File: src/design/hcf_consts.svh
// Offsets, field positions, reset values and codes for the capability flag block
`ifndef HCF_CONSTS_SVH
`define HCF_CONSTS_SVH

// Register byte offsets
`define HCF_CAP_OFFS       8'h00
`define HCF_CTRL_OFFS      8'h04
`define HCF_STAT_OFFS      8'h08
`define HCF_VER_OFFS       8'h0C

// Capability flag positions
`define HCF_BIT_V3WIDE     28
`define HCF_BIT_V4WIDE     27
`define HCF_BIT_SUSPEND    23
`define HCF_BIT_SIMPLEDMA  22
`define HCF_BIT_HIGHSPEED  21
`define HCF_BIT_LEGACYADMA 20
`define HCF_BIT_ADMA2      19
`define HCF_BIT_BUS8       18
`define HCF_BLK_LSB        16

// Control register positions
`define HCF_CTRL_V4SEL     0
`define HCF_CTRL_WIDEEN    1
`define HCF_CTRL_DMA_LSB   2
`define HCF_CTRL_SLOT_LSB  4
`define HCF_CTRL_PRESET8   6

// Status register positions
`define HCF_STAT_WIDEDMA   0
`define HCF_STAT_SIMPLEOK  1
`define HCF_STAT_DESC128   2
`define HCF_STAT_DESC96    3
`define HCF_STAT_BUS8OK    4
`define HCF_STAT_DEC64     5
`define HCF_STAT_ADMAERR   6

// Codes
`define HCF_DMA_ADMA2      2'h3
`define HCF_SLOT_SHARED    2'h2
`define HCF_BLK_512        2'h0
`define HCF_BLK_1024       2'h1
`define HCF_BLK_2048       2'h2
`define HCF_BLK_RSVD       2'h3
`define HCF_VER_300        8'h02
`define HCF_VER_400        8'h03
`define HCF_VER_410        8'h04

// Reset value of the control register
`define HCF_CTRL_RESET     32'h0000_0000

// AXI responses
`define HCF_RESP_OKAY      2'h0
`define HCF_RESP_SLVERR    2'h2

`endif

File: src/design/hcf_pkg.sv
// Types shared by the capability flag block
package hcf_pkg;
  typedef enum logic [1:0] {
    HCF_MODE_NONE,
    HCF_MODE_V3,
    HCF_MODE_V4
  } hcf_addr_mode_t;
endpackage

File: src/design/hcf_cap_regs.sv
// Capability flag register bank with wide addressing control over AXI4-Lite
//
// Overview of operation
// RULE1: From version 4.00 a control bit selects older or newer wide addressing mode.
// RULE2: Older mode needs v3_wide_addr_cap, newer mode needs v4_wide_addr_cap.
// RULE3: From 4.00 wide DMA addressing is active only when wide_dma_addr_en is set.
// RULE4: Simple DMA with wide addresses is refused in older mode, allowed in newer.
// RULE5: Advanced descriptors are 96 bits in older mode, 128 bits in newer mode.
// RULE6: Without v3_wide_addr_cap the 96-bit descriptor form is not supported.
// RULE7: On 3.00 the 96-bit descriptor is chosen by dma_mode_sel code 11b.
// RULE8: With v4_wide_addr_cap registers decode on the full 64-bit address. Here only bits 63:32 and 7:0 are decoded; bits 31:8 are ignored.
// RULE9: Narrow-decoding older parts must be placed below 4 GB by the system.
// RULE10: Bit 23 reports suspend/resume; software skips those commands when clear.
// RULE11: Bit 22 reports simple DMA; 4.10 parts with advanced DMA must set it.
// RULE12: Bit 21 set only if 25 to 50 MHz card clock is available.
// RULE13: Bit 20 is reserved; when set it marks legacy advanced DMA.
// RULE14: Bit 19 reports advanced DMA v2; 4.10 parts with gen-3 DMA must set it.
// RULE15: Bit 18 reports 8-bit bus; shared slot uses preset_bus_width instead.
// RULE16: Bits 17-16 give block size: 00 512, 10 2048, 11 reserved.
// RULE17: Software always uses 512-byte blocks for memory cards.
// RULE18: Flags are fixed at reset and read-only; writes have no effect.
// RULE19: Block size code 01 means 1024 bytes.
//
// Design decisions made here: the AXI4-Lite register port and the placing of the registers.
`timescale 1ns/10ps
`include "hcf_consts.svh"
module hcf_cap_regs
  import hcf_pkg::*;
#(
  parameter logic [7:0] CTRL_VERSION  = `HCF_VER_410,
  parameter logic [3:0] ID_REVISION   = 4'hA,   // Arbitrary revision tag
  parameter logic [1:0] BLK_SIZE_CODE = `HCF_BLK_512
)
(
  // Clock and reset
  input  wire logic         clock,
  input  wire logic         rst_n,
  // Hardware strap pins sampled after reset
  input  wire logic         strapV3Wide,
  input  wire logic         strapV4Wide,
  input  wire logic         strapSuspend,
  input  wire logic         strapSimpleDma,
  input  wire logic         strapHighSpeed,
  input  wire logic         strapLegacyAdma,
  input  wire logic         strapAdma2,
  input  wire logic         strapAdma3,
  input  wire logic         strapBus8,
  // AXI4-Lite write address
  input  wire logic [63:0]  s_axi_awaddr,
  input  wire logic         s_axi_awvalid,
  output logic              s_axi_awready,
  // AXI4-Lite write data
  input  wire logic [31:0]  s_axi_wdata,
  input  wire logic [3:0]   s_axi_wstrb,
  input  wire logic         s_axi_wvalid,
  output logic              s_axi_wready,
  // AXI4-Lite write response
  output logic [1:0]        s_axi_bresp,
  output logic              s_axi_bvalid,
  input  wire logic         s_axi_bready,
  // AXI4-Lite read address
  input  wire logic [63:0]  s_axi_araddr,
  input  wire logic         s_axi_arvalid,
  output logic              s_axi_arready,
  // AXI4-Lite read data
  output logic [31:0]       s_axi_rdata,
  output logic [1:0]        s_axi_rresp,
  output logic              s_axi_rvalid,
  input  wire logic         s_axi_rready,
  // Decoded mode for the DMA engines
  output logic              wideDmaActive,
  output logic              simpleWideOk,
  output logic              desc128Sel,
  output logic              desc96Sel,
  output logic              bus8Usable
);
  import hcf_pkg::*;

  // Strap synchronisers, capture flags and the capture-done marker
  logic [8:0]  strapMeta_ff;
  logic [8:0]  strapSync_ff;
  logic [1:0]  capWait_ff;
  logic [31:0] capFlags_ff;
  logic [31:0] nxt_capFlags;
  logic [31:0] ctrl_ff;
  logic [31:0] nxt_ctrl;
  // Write channel holding registers
  logic        awHave_ff;
  logic [63:0] awAddr_ff;
  logic        wHave_ff;
  logic [31:0] wData_ff;
  logic [3:0]  wStrb_ff;
  logic        bvalid_ff;
  logic [1:0]  bresp_ff;
  // Read channel
  logic        rvalid_ff;
  logic [31:0] rdata_ff;
  logic [1:0]  rresp_ff;
  // Decode
  hcf_addr_mode_t addrMode;
  logic        advDmaErr;
  logic        dec64;
  logic        doWrite;
  logic        doRead;
  logic        wrHit;
  logic        rdHit;
  logic [31:0] rdValue;
  logic [31:0] statWord;
  logic [8:0]  strapIn;

  assign strapIn = {strapBus8, strapAdma3, strapAdma2, strapLegacyAdma, strapHighSpeed,
                    strapSimpleDma, strapSuspend, strapV4Wide, strapV3Wide};

  // Pins come from outside the clock domain; two flops before use
  always_ff @(posedge clock or negedge rst_n) begin
    if (!rst_n) begin
      strapMeta_ff <= 9'h000;
      strapSync_ff <= 9'h000;
    end else begin
      strapMeta_ff <= strapIn;
      strapSync_ff <= strapMeta_ff;
    end
  end

  // Flags load on each of the first three edges, the last after the synchroniser has settled, then never change
  always_comb begin
    nxt_capFlags = 32'h0000_0000;
    nxt_capFlags[`HCF_BIT_V3WIDE]     = strapSync_ff[0];
    // V4 flag is only defined from 4.10 on
    nxt_capFlags[`HCF_BIT_V4WIDE]     = strapSync_ff[1] && (CTRL_VERSION >= `HCF_VER_410);
    nxt_capFlags[`HCF_BIT_SUSPEND]    = strapSync_ff[2]; // RULE10
    // A 4.10 part with advanced DMA always offers simple DMA
    nxt_capFlags[`HCF_BIT_SIMPLEDMA]  = strapSync_ff[3] || ((CTRL_VERSION >= `HCF_VER_410)
                                        && (strapSync_ff[6] || strapSync_ff[7])); // RULE11
    nxt_capFlags[`HCF_BIT_HIGHSPEED]  = strapSync_ff[4]; // RULE12
    nxt_capFlags[`HCF_BIT_LEGACYADMA] = strapSync_ff[5]; // RULE13
    // Third-generation DMA implies version 2 on 4.10 parts
    nxt_capFlags[`HCF_BIT_ADMA2]      = strapSync_ff[6] || ((CTRL_VERSION >= `HCF_VER_410)
                                        && strapSync_ff[7]); // RULE14
    nxt_capFlags[`HCF_BIT_BUS8]       = strapSync_ff[8]; // RULE15
    // Reserved code is never reported; fall back to 512 bytes
    nxt_capFlags[`HCF_BLK_LSB+1:`HCF_BLK_LSB] = (BLK_SIZE_CODE == `HCF_BLK_RSVD) ?
                                        `HCF_BLK_512 : BLK_SIZE_CODE; // RULE16 RULE19
  end

  // Capture window closes after three edges so later strap noise cannot alter a flag
  always_ff @(posedge clock or negedge rst_n) begin
    if (!rst_n) begin
      capWait_ff  <= 2'h0;
      capFlags_ff <= 32'h0000_0000;
    end else if (capWait_ff != 2'h3) begin
      capWait_ff  <= capWait_ff + 2'h1;
      capFlags_ff <= nxt_capFlags; // RULE18
    end
  end

  // Mode decoding is kept apart from the bus logic
  hcf_mode_decode u_mode (
    .v3WideAddrCap (capFlags_ff[`HCF_BIT_V3WIDE]),
    .v4WideAddrCap (capFlags_ff[`HCF_BIT_V4WIDE]),
    .ctrlVersion   (CTRL_VERSION),
    .v4ModeSelect  (ctrl_ff[`HCF_CTRL_V4SEL]),
    .wideDmaAddrEn (ctrl_ff[`HCF_CTRL_WIDEEN]),
    .dmaModeSel    (ctrl_ff[`HCF_CTRL_DMA_LSB+1:`HCF_CTRL_DMA_LSB]),
    .addrMode      (addrMode),
    .wideDmaActive (wideDmaActive),
    .simpleWideOk  (simpleWideOk),
    .desc128Sel    (desc128Sel),
    .desc96Sel     (desc96Sel),
    .advDmaErr     (advDmaErr)
  );

  // Shared slots ignore the 8-bit flag and use the preset width bit
  assign bus8Usable = (ctrl_ff[`HCF_CTRL_SLOT_LSB+1:`HCF_CTRL_SLOT_LSB] == `HCF_SLOT_SHARED)
                      ? ctrl_ff[`HCF_CTRL_PRESET8] : capFlags_ff[`HCF_BIT_BUS8]; // RULE15

  // With the V4 flag the upper address word must be zero to hit; otherwise ignored
  assign dec64 = capFlags_ff[`HCF_BIT_V4WIDE]; // RULE8
  assign wrHit = !dec64 || (awAddr_ff[63:32] == 32'h0000_0000); // RULE8
  assign rdHit = !dec64 || (s_axi_araddr[63:32] == 32'h0000_0000); // RULE8

  // Write channels: address and data taken in either order, one write in flight
  assign s_axi_awready = !awHave_ff && !bvalid_ff;
  assign s_axi_wready  = !wHave_ff && !bvalid_ff;
  assign doWrite       = awHave_ff && wHave_ff && !bvalid_ff;

  always_ff @(posedge clock or negedge rst_n) begin
    if (!rst_n) begin
      awHave_ff <= 1'b0;
      awAddr_ff <= 64'h0000_0000_0000_0000;
    end else if (s_axi_awvalid && s_axi_awready) begin
      awHave_ff <= 1'b1;
      awAddr_ff <= s_axi_awaddr;
    end else if (doWrite) begin
      awHave_ff <= 1'b0;
    end
  end

  always_ff @(posedge clock or negedge rst_n) begin
    if (!rst_n) begin
      wHave_ff <= 1'b0;
      wData_ff <= 32'h0000_0000;
      wStrb_ff <= 4'h0;
    end else if (s_axi_wvalid && s_axi_wready) begin
      wHave_ff <= 1'b1;
      wData_ff <= s_axi_wdata;
      wStrb_ff <= s_axi_wstrb;
    end else if (doWrite) begin
      wHave_ff <= 1'b0;
    end
  end

  // Control register takes byte-lane writes; capability word ignores writes
  always_comb begin
    nxt_ctrl = ctrl_ff;
    if (doWrite && wrHit && (awAddr_ff[7:0] == `HCF_CTRL_OFFS)) begin
      for (int i = 0; i < 4; i++) begin
        if (wStrb_ff[i]) begin
          nxt_ctrl[i*8 +: 8] = wData_ff[i*8 +: 8];
        end
      end
    end
    nxt_ctrl[31:7] = 25'h0000000;
  end

  // Control register; only bits 6:0 are implemented
  always_ff @(posedge clock or negedge rst_n) begin
    if (!rst_n) begin
      ctrl_ff <= `HCF_CTRL_RESET;
    end else begin
      ctrl_ff <= nxt_ctrl;
    end
  end

  // Write response: unmapped or out-of-window address gets SLVERR
  always_ff @(posedge clock or negedge rst_n) begin
    if (!rst_n) begin
      bvalid_ff <= 1'b0;
      bresp_ff  <= `HCF_RESP_OKAY;
    end else if (doWrite) begin
      bvalid_ff <= 1'b1;
      // A write to the flags is accepted but dropped
      bresp_ff  <= (wrHit && (awAddr_ff[7:0] == `HCF_CTRL_OFFS ||
                    awAddr_ff[7:0] == `HCF_CAP_OFFS)) ? `HCF_RESP_OKAY : `HCF_RESP_SLVERR; // RULE18
    end else if (s_axi_bready) begin
      bvalid_ff <= 1'b0;
    end
  end
  assign s_axi_bvalid = bvalid_ff;
  assign s_axi_bresp  = bresp_ff;

  // Status view of the decoded mode
  always_comb begin
    statWord = 32'h0000_0000;
    statWord[`HCF_STAT_WIDEDMA]  = wideDmaActive;
    statWord[`HCF_STAT_SIMPLEOK] = simpleWideOk;
    statWord[`HCF_STAT_DESC128]  = desc128Sel;
    statWord[`HCF_STAT_DESC96]   = desc96Sel;
    statWord[`HCF_STAT_BUS8OK]   = bus8Usable;
    statWord[`HCF_STAT_DEC64]    = dec64;
    statWord[`HCF_STAT_ADMAERR]  = advDmaErr;
  end

  // Read mux; the version word also carries the arbitrary revision tag
  always_comb begin
    rdValue = 32'h0000_0000;
    unique case (s_axi_araddr[7:0])
      `HCF_CAP_OFFS:  rdValue = capFlags_ff;
      `HCF_CTRL_OFFS: rdValue = ctrl_ff;
      `HCF_STAT_OFFS: rdValue = statWord;
      `HCF_VER_OFFS:  rdValue = {20'h00000, ID_REVISION, CTRL_VERSION};
      default:        rdValue = 32'h0000_0000;
    endcase
  end

  // Read answers one cycle after the address is taken
  assign s_axi_arready = !rvalid_ff;
  assign doRead        = s_axi_arvalid && s_axi_arready;

  // Read data sits in flops so a stalled rready always sees a stable word
  always_ff @(posedge clock or negedge rst_n) begin
    if (!rst_n) begin
      rvalid_ff <= 1'b0;
      rdata_ff  <= 32'h0000_0000;
      rresp_ff  <= `HCF_RESP_OKAY;
    end else if (doRead) begin
      rvalid_ff <= 1'b1;
      if (rdHit && (s_axi_araddr[7:0] == `HCF_CAP_OFFS || s_axi_araddr[7:0] == `HCF_CTRL_OFFS
          || s_axi_araddr[7:0] == `HCF_STAT_OFFS || s_axi_araddr[7:0] == `HCF_VER_OFFS)) begin
        rdata_ff <= rdValue;
        rresp_ff <= `HCF_RESP_OKAY;
      end else begin
        rdata_ff <= 32'h0000_0000;
        rresp_ff <= `HCF_RESP_SLVERR;
      end
    end else if (s_axi_rready) begin
      rvalid_ff <= 1'b0;
    end
  end
  assign s_axi_rvalid = rvalid_ff;
  assign s_axi_rdata  = rdata_ff;
  assign s_axi_rresp  = rresp_ff;
endmodule

File: src/design/hcf_mode_decode.sv
// Addressing mode and DMA format decode from flags, version and control bits
`timescale 1ns/10ps
`include "hcf_consts.svh"
module hcf_mode_decode
  import hcf_pkg::*;
(
  // Flags and version
  input  wire logic                 v3WideAddrCap,
  input  wire logic                 v4WideAddrCap,
  input  wire logic [7:0]           ctrlVersion,
  // Software control
  input  wire logic                 v4ModeSelect,
  input  wire logic                 wideDmaAddrEn,
  input  wire logic [1:0]           dmaModeSel,
  // Decoded mode
  output hcf_pkg::hcf_addr_mode_t   addrMode,
  output logic                      wideDmaActive,
  output logic                      simpleWideOk,
  output logic                      desc128Sel,
  output logic                      desc96Sel,
  output logic                      advDmaErr
);
  import hcf_pkg::*;
  logic isV4Ctrl;
  logic advReq;

  // Version 4.00 and later pick a mode by the select bit
  assign isV4Ctrl = (ctrlVersion >= `HCF_VER_400);
  assign advReq   = (dmaModeSel == `HCF_DMA_ADMA2);

  // A mode is only entered when its flag allows it
  always_comb begin
    addrMode = HCF_MODE_NONE;
    if (isV4Ctrl) begin // RULE1
      if (v4ModeSelect && v4WideAddrCap) begin // RULE2
        addrMode = HCF_MODE_V4;
      end else if (!v4ModeSelect && v3WideAddrCap) begin // RULE2
        addrMode = HCF_MODE_V3;
      end
    end else if (v3WideAddrCap) begin
      addrMode = HCF_MODE_V3;
    end
  end

  // Wide DMA addressing needs the enable bit from 4.00 on
  assign wideDmaActive = (addrMode != HCF_MODE_NONE) && (!isV4Ctrl || wideDmaAddrEn); // RULE3
  // Simple DMA with wide addresses only in the newer mode
  assign simpleWideOk  = wideDmaActive && (addrMode == HCF_MODE_V4); // RULE4
  // Descriptor width follows the mode select
  assign desc128Sel    = advReq && wideDmaActive && (addrMode == HCF_MODE_V4); // RULE5
  // The 96-bit form needs the older flag; on 3.00 it is picked by code 11b
  assign desc96Sel     = advReq && wideDmaActive && v3WideAddrCap
                         && (addrMode == HCF_MODE_V3); // RULE5 RULE6 RULE7
  // Advanced DMA asked with wide addressing but no legal descriptor form
  assign advDmaErr     = advReq && wideDmaAddrEn && !desc128Sel && !desc96Sel; // RULE6
endmodule

File: config.mk
export PLATFORM = sky130hd
export DESIGN_NAME = hcf_cap_regs
export DESIGN_NICKNAME = d
export VERILOG_FILES = /design/src/design/hcf_pkg.sv /design/src/design/hcf_cap_regs.sv /design/src/design/hcf_mode_decode.sv
export VERILOG_INCLUDE_DIRS = /design/src /design/src/design
export SDC_FILE = /design/constraint.sdc
export NUM_CORES = 1
export LEC_CHECK = 0
export ABC_AREA = 0
export BUFFER_PORTS_ARGS = -buffer_cell sky130_fd_sc_hd__clkbuf_2
export CAP_MARGIN = 20
export CORE_MARGIN = 2
export CORE_UTILIZATION = 48
export CTS_CLUSTER_DIAMETER = 120
export CTS_CLUSTER_SIZE = 8
export DETAILED_ROUTE_END_ITERATION = 7
export PLACE_DENSITY = 0.95
export SLEW_MARGIN = 20
export SYNTH_ARGS = -nofsm -noshare
export SYNTH_HDL_FRONTEND = slang
export SYNTH_SLANG_ARGS = --single-unit
File: constraint.sdc
create_clock -name clock -period 5.65 [get_ports clock]
set_clock_uncertainty 0.2 [all_clocks]
set_input_delay 1.13 -clock clock [delete_from_list [all_inputs] [get_ports clock]]
set_output_delay 1.13 -clock clock [all_outputs]
set_load 0.02 [all_outputs]
==> impl_metrics.env, run 1 <==
export IMPL_status="completed"
export IMPL_nets=613
export IMPL_drv_slew=0
export IMPL_vias=2824
export IMPL_ctsResizeCount=0
export IMPL_grt_start_max_net_pins=69
export IMPL_cts_tree="done"
export IMPL_slew_headroom_pct=45.5
export IMPL_gp_congestion=0.863
export IMPL_wire_per_inst_microns=15.5
export IMPL_portBuffers=132
export IMPL_htree_levels=3
export IMPL_start_util_pct=48.7
export IMPL_cp_required_ps=4320
export IMPL_drtAntennaViolNets=0
export IMPL_wl_met1_mm=3.15
export IMPL_layout_setup_ws_ps=2870
export IMPL_syn_avg_cell_area_sq_um=14.0
export IMPL_critPathKind="reg -> out"
export IMPL_globalRoute_totalOverflow=0
export IMPL_grt_pass1_wl_mm=14.1
export IMPL_die_area_sq_um=9480
export IMPL_min_period_over_period_pct=49.1
export IMPL_post_place_ws_ps=2630
export IMPL_finalWirelength_mm=8.45
export IMPL_r2r_slack_ps=3420
export IMPL_dr_max_layer_used="met4"
export IMPL_numClockSinks=105
export IMPL_power_leakage_nw=2.43
export IMPL_ys_seq_elements=105
export IMPL_syn2layout_area_growth_pct=21.5
export IMPL_grt_util_all_layers_pct=18.7
export IMPL_period_needed_ps=2780
export IMPL_max_cap_viol_count=0
export IMPL_via_per_inst=5.18
export IMPL_hpwl_mm=6.67
export IMPL_hold_buffers=0
export IMPL_dr_pass1_iters=4
export IMPL_cts_clk_slew_worst_paths_ps=110
export IMPL_yosysSeqAreaShare_pct=62.8
export IMPL_cts_buffer_depth=2
export IMPL_clockRootBuffer="clkbuf_8"
export IMPL_grt_pass1_vias=3057
export IMPL_route_met2_wl_mm=4.43
export IMPL_antenna_found_initial=0
export IMPL_mostFrequentLayoutCells="clkbuf_2 (131), dfrtp_1 (105), mux2_2 (63)"
export IMPL_drt_iter0_drc=46
export IMPL_stdcell_count=545
export IMPL_crit_path_start_kind="register"
export IMPL_cts_buffers=9
export IMPL_finalSetupViolCount=0
export IMPL_coreArea_sq_um=8590
export IMPL_crit_fanout=3
export IMPL_die_h_microns=97.4
export IMPL_ios=226
export IMPL_powerDensity_nw_per_um2=384
export IMPL_arrival_ps=1450
export IMPL_fmax_mhz=360
export IMPL_clk_latency_ps=360
export IMPL_wl_met3_microns=707
export IMPL_synth_area_sq_um=4180
export IMPL_cts_post_setup_buffers_inserted=0
export IMPL_ys_warn_count=0
export IMPL_max_vdd_ir_drop_v=0.000277
export IMPL_syn_inst=299
export IMPL_worst_slew_pin_slew_ps=817
export IMPL_die_width_microns=97.4
export IMPL_synth_edf_count=0
export IMPL_layout_commonest_cell="clkbuf_2"
export IMPL_rows=34
export IMPL_drc_errors=0
export IMPL_yosysUniqueCellTypes=36
export IMPL_cp_end_kind="primary output"
export IMPL_total_power_mw=1.95
export IMPL_min_path_type="reg -> reg"
export IMPL_synthArstFlopShare_pct=100
export IMPL_final_hold_viol_count=0
export IMPL_placed_cells=529
export IMPL_drive_gt1_share_pct=50.3
export IMPL_grt_setup_unrepaired="false"
export IMPL_ys_dominant_reg_cell="dfrtp_1"
export IMPL_antennaDiodeCount=0
export IMPL_tns_ps=0
-- Yosys cell counts, types with 3 or more instances --
master    count  share of area, %
a22oi_1       3              0.54
clkbuf_1      4              0.36
buf_4        19               3.4
and3_1        3              0.45
nor4_1       17               2.5
a32o_1        9               2.2
nor2_1       13               1.2
mux2_2       63                17
a21oi_1       6              0.72
dfrtp_1     105                63
o21ai_0       7              0.84
buf_2         4              0.48
nand2_1       9              0.81
nand4_1       4              0.60
inv_1         5              0.45
-- flip-flops by register name, summed over array words and instances, names as in the netlist --
name	cells
s_axi_bvalid	1
wHave_ff	1
s_axi_bresp	1
s_axi_rvalid	1
strapMeta_ff	9
wData_ff	7
awAddr_ff	40
s_axi_rdata	16
capFlags_ff	8
ctrl_ff	7
capWait_ff	2
strapSync_ff	9
wStrb_ff	1
awHave_ff	1
s_axi_rresp	1
-- cell type report --
type                            count  area (sq um)
Sequential cell                   105          2630
Inverter                            5          18.8
Clock buffer                        9           124
Clock inverter                      7          83.8
Timing Repair Buffer              134           678
Tap cell                          108           135
Fill cell                         701          3510
Multi-Input combinational cell    177          1420
-- per-stage QoR --
stage | util [%] | hold slack [ps] | cell area, sq um
2_1_floorplan | - | 131 | 4240
3_3_place_gp | 56.7 | 136 | 4870
3_5_place_dp | 56.7 | 136 | 4870
4_1_cts | 59.1 | 157 | 5080
5_1_grt | 59.1 | 167 | 5080
6_report | 59.1 | 156 | 5080
-- critical path, stage by stage, from the launching register on --
cell	delay (ps)
dfrtp_1	430
nor2b_1	130
mux2_2	360
clkbuf_2	170
-- logic make-up (layout without fill, tap and decap cells) --
group	after synthesis	after routing	synth area share [%]
AOI/OAI and AO/OA	32	32	5.62
xor gates and xnor gates	1	1	0.209
muxes	64	64	17.2
buffers and inverters	33	155	4.79
adders and majority gates	1	1	0.299
DFF	105	105	62.8
other	1	17	0.0897
and+or+nand+nor	62	62	8.97
-- metal layers --
| layer | vias up | GRT usage (%) |
|---|---|---|
| met5 | - | 0 |
| met3 | 13 | 6.26 |
| met4 | 0 | 7.05 |
| met1 | 1369 | 20.1 |
| met2 | 123 | 34.1 |
| li1 | 1319 | - |
-- path summary, 6_finish.rpt --
check / depth (start not counted) / end / from
worst max-delay path: 3 / bus8Usable / ctrl_ff[4]$_DFFE_PN0P_
worst min-delay path: 0 / strapSync_ff[1]$_DFF_PN0_ / strapMeta_ff[1]$_DFF_PN0_
worst max register to register: 5 / ctrl_ff[0]$_DFFE_PN0P_ / awAddr_ff[41]$_DFFE_PN0P_
worst min register to register: 0 / strapSync_ff[1]$_DFF_PN0_ / strapMeta_ff[1]$_DFF_PN0_
max in group asynchronous: 2 / awAddr_ff[62]$_DFFE_PN0P_ / rst_n
min in group asynchronous: 1 / awAddr_ff[6]$_DFFE_PN0P_ / rst_n
-- where the power goes --
part	total, mW	internal [mW]	switching (mW)
Combinational	0.428	0.243	0.185
Sequential	1.07	0.953	0.116
Clock	0.454	0.178	0.276
Total	1.95	1.37	0.577
Note: power is estimated with default switching activity, not from simulation.
==> inputs of run 2 (changes only) <==
--- a/config.mk
+++ b/config.mk
@@ -10,11 +10,11 @@
 export BUFFER_PORTS_ARGS = -buffer_cell sky130_fd_sc_hd__clkbuf_2
 export CAP_MARGIN = 20
 export CORE_MARGIN = 2
-export CORE_UTILIZATION = 48
+export CORE_UTILIZATION = 45
 export CTS_CLUSTER_DIAMETER = 120
 export CTS_CLUSTER_SIZE = 8
 export DETAILED_ROUTE_END_ITERATION = 7
-export PLACE_DENSITY = 0.95
+export PLACE_DENSITY = 0.9
 export SLEW_MARGIN = 20
 export SYNTH_ARGS = -nofsm -noshare
 export SYNTH_HDL_FRONTEND = slang
==> constraint.sdc (replaced) <==
create_clock -name clock -period 2.8 [get_ports clock]
set_clock_uncertainty 0.2 [all_clocks]
set_input_delay 0.56 -clock clock [delete_from_list [all_inputs] [get_ports clock]]
set_output_delay 0.56 -clock clock [all_outputs]
set_load 0.02 [all_outputs]
==> run 2 against run 1 <==
Clock power is 100% higher. Cell count is 0.92% higher. Critical path depth stayed put. Wire length is 0.50% higher. Critical path type unchanged. First-iteration DRC count is 22% higher. Highest routed layer unchanged. Largest power group unchanged. Hold slack worse by 71 ps. Die area is 6.4% higher.
==> impl_metrics.env, run 2 (same netlist as run 1, synthesis figures left out) <==
export IMPL_clk_latency_ps=370
export IMPL_drive_gt1_share_pct=50.6
export IMPL_period_needed_ps=2240
export IMPL_clockRootBuffer="clkbuf_8"
export IMPL_finalSetupViolCount=0
export IMPL_start_util_pct=45.9
export IMPL_antenna_found_initial=0
export IMPL_drt_iter0_drc=56
export IMPL_grt_util_all_layers_pct=17.5
export IMPL_max_stage_delay_ps=390
export IMPL_cp_top_family="simple AND/OR/NAND/NOR gates"
export IMPL_htree_levels=3
export IMPL_cp_end_kind="primary output"
export IMPL_rows=35
export IMPL_numClockSinks=105
export IMPL_dr_pass1_iters=4
export IMPL_die_width_microns=100
export IMPL_syn2layout_area_growth_pct=22.4
export IMPL_power_leakage_nw=2.44
export IMPL_cts_buffers=9
export IMPL_register_area_sq_um=2630
export IMPL_vias=2797
export IMPL_globalRoute_totalOverflow=0
export IMPL_arrival_ps=1480
export IMPL_ios=226
export IMPL_gp_congestion=0.771
export IMPL_mostFrequentLayoutCells="clkbuf_2 (131), dfrtp_1 (105), mux2_2 (63)"
export IMPL_path_buf_inv=1
export IMPL_grt_start_max_net_pins=49
export IMPL_crit_fanout=3
export IMPL_fmax_mhz=446
export IMPL_worstPathCellList="nand3_1 > nor3b_1 > clkbuf_2"
export IMPL_largest_register="awAddr_ff"
export IMPL_portBuffers=132
export IMPL_max_cap_viol_count=0
export IMPL_cp_required_ps=2040
export IMPL_post_place_ws_ps=447
export IMPL_layout_commonest_cell="clkbuf_2"
export IMPL_grt_pass1_vias=2949
export IMPL_hpwl_mm=6.67
export IMPL_min_path_type="in -> reg"
export IMPL_drc_errors=0
export IMPL_crit_path_start_kind="register"
export IMPL_tns_ps=0
export IMPL_coreArea_sq_um=9110
export IMPL_antennaDiodeCount=0
export IMPL_status="completed"
export IMPL_largest_reg_flops=40
export IMPL_drtAntennaViolNets=0
export IMPL_num_fill_cells=780
export IMPL_drv_slew=0
export IMPL_grt_setup_unrepaired="false"
export IMPL_via_per_inst=5.09
export IMPL_max_vdd_ir_drop_v=0.000458
export IMPL_min_period_over_period_pct=80.0
export IMPL_die_h_microns=100
export IMPL_nets=615
export IMPL_die_area_sq_um=10100
export IMPL_powerDensity_nw_per_um2=770
export IMPL_wire_per_inst_microns=15.4
export IMPL_critPathSlowestCell="dfrtp_1"
export IMPL_cts_tree="done"
export IMPL_cts_buffer_depth=2
export IMPL_layout_setup_ws_ps=560
export IMPL_slew_headroom_pct=60.5
export IMPL_worst_slew_pin_slew_ps=592
export IMPL_critPathKind="reg -> out"
export IMPL_final_hold_viol_count=0
export IMPL_multi_input_area_sq_um=1420
export IMPL_grt_pass1_wl_mm=13.5
export IMPL_cts_clk_slew_worst_paths_ps=110
export IMPL_finalWirelength_mm=8.49
run 2: changes by cell type in the layout (fill, tap and decap cells not counted):
cell	delta
and2_2	+1
clkinv_4	+2
dlygate4sd3_1	+1
buf_12	+1
inv_8	+1
and2_1	-1
inv_6	-3
run 2: what timing repair did:
action | CTS | global route
hold endpoints to repair | 18 | 0
hold buffers | 1 | 0
setup buffers | 0 | 0
resized for setup | 0 | 0
run 2: layer usage:
layer | up-vias | global-route usage [%] | wire [microns]
met3 | 8 | 5.15 | 603
li1 | 1321 | - | -
met5 | - | 0 | 0
met4 | 0 | 5.69 | 75
met2 | 117 | 32.6 | 4570
met1 | 1351 | 18.9 | 3240
run 2: path summary, 6_finish.rpt:
kind,from,end,slack (ps),cells past startpoint
min in group asynchronous,rst_n,awAddr_ff[35]$_DFFE_PN0P_,520,2
max in group asynchronous,rst_n,awAddr_ff[38]$_DFFE_PN0P_,1210,3
min,strapLegacyAdma,strapMeta_ff[5]$_DFF_PN0_,80,1
max,ctrl_ff[3]$_DFFE_PN0P_,desc96Sel,560,3
min reg2reg,strapMeta_ff[0]$_DFF_PN0_,strapSync_ff[0]$_DFF_PN0_,160,0
max reg2reg,awAddr_ff[33]$_DFFE_PN0P_,ctrl_ff[6]$_DFFE_PN0P_,590,5
run 2: stage by stage:
step | power (mW) | area, sq um | utilization, % | hold WS (ps) | instances
5_1_grt | 4.20 | 5120 | 56.2 | 48.5 | 550
2_1_floorplan | 2.79 | 4240 | - | 64.4 | 315
4_1_cts | 4.01 | 5120 | 56.2 | 63.9 | 550
3_3_place_gp | 2.98 | 4900 | 53.8 | 136 | 533
6_report | 3.94 | 5120 | 56.2 | 84.9 | 550
3_5_place_dp | 3.08 | 4900 | 53.8 | 136 | 533
run 2: layout make-up:
| cell class | instances | share of cell area [%] |
|---|---|---|
| inverter | 5 | 0.367 |
| tap | 111 | 2.71 |
| multi-input combinational | 177 | 27.7 |
| clock buffer | 9 | 2.42 |
| clock inverter | 7 | 1.69 |
| sequential | 105 | 51.3 |
| timing repair buffer | 136 | 13.8 |
run 2: where the power goes:
part / internal (mW) / switching, mW
Clock: 0.358 / 0.565
Sequential: 1.92 / 0.232
Combinational: 0.495 / 0.371
==> inputs of run 3 (changes only) <==
==> constraint.sdc (replaced) <==
create_clock -name clock -period 2.1 [get_ports clock]
set_clock_uncertainty 0.2 [all_clocks]
set_input_delay 0.42 -clock clock [delete_from_list [all_inputs] [get_ports clock]]
set_output_delay 0.42 -clock clock [all_outputs]
set_load 0.02 [all_outputs]
==> run 3 against run 2 <==
Power grew 34%. First-iteration DRC count grew 46%. Register-to-register slack lost 450 ps. Design area grew 3.1%. Worst setup slack lost 480 ps. Non-clock buffer count grew 13. Clock power grew 30%. Wire length grew 1.7%. Via count grew 2.6%. Global-route usage is essentially flat. Sequential share of layout area shrank 1.5 points. Clock-buffer cell count is the same.
==> impl_metrics.env, run 3 (same netlist as run 1, synthesis figures left out) <==
export IMPL_hold_depth=2
export IMPL_grt_pass1_vias=2935
export IMPL_num_fill_cells=770
export IMPL_layout_setup_ws_ps=82.1
export IMPL_finalSetupViolCount=0
export IMPL_min_period_over_period_pct=96.1
export IMPL_fin_util_pct=57.9
export IMPL_period_needed_ps=2020
export IMPL_ios=226
export IMPL_post_place_ws_ps=-16.6
export IMPL_critPathKind="reg -> out"
export IMPL_layout_commonest_cell="clkbuf_2"
export IMPL_vias=2870
export IMPL_critPathSlowestCell="dfrtp_1"
export IMPL_worstPathCellList="nor2b_2 > mux2_4 > buf_2"
export IMPL_antennaDiodeCount=0
export IMPL_fin_area_sq_um=5280
export IMPL_power_leakage_nw=2.51
export IMPL_fmax_mhz=496
export IMPL_largest_reg_flops=40
export IMPL_cp_end_kind="primary output"
export IMPL_hold_slack_ps=86.3
export IMPL_max_cap_viol_count=0
export IMPL_cp_depth=3
export IMPL_clk_latency_ps=360
export IMPL_placed_cells=534
export IMPL_hpwl_mm=6.54
export IMPL_slew_headroom_pct=62.3
export IMPL_antenna_found_initial=0
export IMPL_clockRootBuffer="clkbuf_8"
export IMPL_rr_worst_depth=4
export IMPL_die_width_microns=100
export IMPL_via_per_inst=5.10
export IMPL_cts_buffer_depth=2
export IMPL_tns_ps=0
export IMPL_numClockSinks=105
export IMPL_cts_buffers=9
export IMPL_syn2layout_area_growth_pct=26.1
export IMPL_wire_per_inst_microns=15.3
export IMPL_crit_path_start_kind="register"
export IMPL_cts_clk_slew_worst_paths_ps=110
export IMPL_globalRoute_totalOverflow=0
export IMPL_rows=35
export IMPL_cp_top_family="flip-flops"
export IMPL_grt_start_max_net_pins=106
export IMPL_stdcell_count=563
export IMPL_drv_slew=0
export IMPL_arrival_ps=1400
export IMPL_gp_congestion=0.768
export IMPL_largest_register="awAddr_ff"
export IMPL_cp_required_ps=1480
export IMPL_total_power_mw=5.30
export IMPL_portBuffers=132
export IMPL_grt_util_all_layers_pct=17.5
export IMPL_final_hold_viol_count=0
export IMPL_die_area_sq_um=10100
export IMPL_worst_slew_pin_slew_ps=564
export IMPL_max_stage_delay_ps=430
export IMPL_coreArea_sq_um=9110
export IMPL_htree_levels=3
export IMPL_path_buf_inv=1
export IMPL_mostFrequentLayoutCells="clkbuf_2 (130), dfrtp_1 (104), mux2_2 (62)"
export IMPL_cts_tree="done"
export IMPL_finalWirelength_mm=8.64
export IMPL_max_vdd_ir_drop_v=0.000546
export IMPL_crit_fanout=3
export IMPL_powerDensity_nw_per_um2=1000
export IMPL_die_h_microns=100
export IMPL_drtAntennaViolNets=0
export IMPL_drc_errors=0
export IMPL_grt_pass1_wl_mm=13.6
export IMPL_dr_pass1_iters=4
export IMPL_start_util_pct=45.9
export IMPL_placed_area_sq_um=4930
export IMPL_drive_gt1_share_pct=50.4
export IMPL_drt_iter0_drc=82
export IMPL_nets=628
export IMPL_status="completed"
export IMPL_min_path_type="in -> reg"
## run 3: per-layer routing
| layer | GRT usage (%) | share of wire, % | up-vias |
|---|---|---|---|
| li1 | - | - | 1345 |
| met1 | 18.9 | 40 | 1397 |
| met2 | 33.2 | 53 | 119 |
| met3 | 4.67 | 5.9 | 9 |
| met4 | 5.16 | 1.2 | 0 |
| met5 | 0 | 0 | - |
## run 3: worst paths after layout
check,start,to,slack [ps]
worst max-delay path,ctrl_ff[4]$_DFFE_PN0P_,bus8Usable,80
worst min-delay path,s_axi_wdata[0],wData_ff[0]$_DFFE_PN0P_,90
worst max register to register,awAddr_ff[5]$_DFFE_PN0P_,ctrl_ff[1]$_DFFE_PN0P_,140
worst min register to register,strapMeta_ff[7]$_DFF_PN0_,strapSync_ff[7]$_DFF_PN0_,160
max in group asynchronous,rst_n,capFlags_ff[27]$_DFFE_PN0P_,820
min in group asynchronous,rst_n,awAddr_ff[34]$_DFFE_PN0P_,450
## run 3: area by class of cell
type / count / area [sq um] / area share, %
inverters: 5 / 18.8 / 0.356
clock inverters: 7 / 73.8 / 1.40
clock buffers: 9 / 124 / 2.35
flip-flops and latches: 105 / 2630 / 49.8
repair buffers: 149 / 858 / 16.3
well taps: 111 / 139 / 2.63
multi-input cells: 177 / 1430 / 27.2
## run 3: what timing repair did
item / in CTS / in global routing
buffers inserted: 0 / 1
resized for setup: 0 / 6
hold buffers: 12 / 0
endpoints found under the hold margin: 116 / 0
endpoints found under the setup margin: 0 / 11
## run 3: where the power goes
group | internal [mW] | total [mW] | switching (mW) | leakage [nW]
logic | 0.694 | 1.20 | 0.509 | 1.14
clock network | 0.469 | 1.20 | 0.735 | 0.101
registers | 2.57 | 2.89 | 0.328 | 1.27
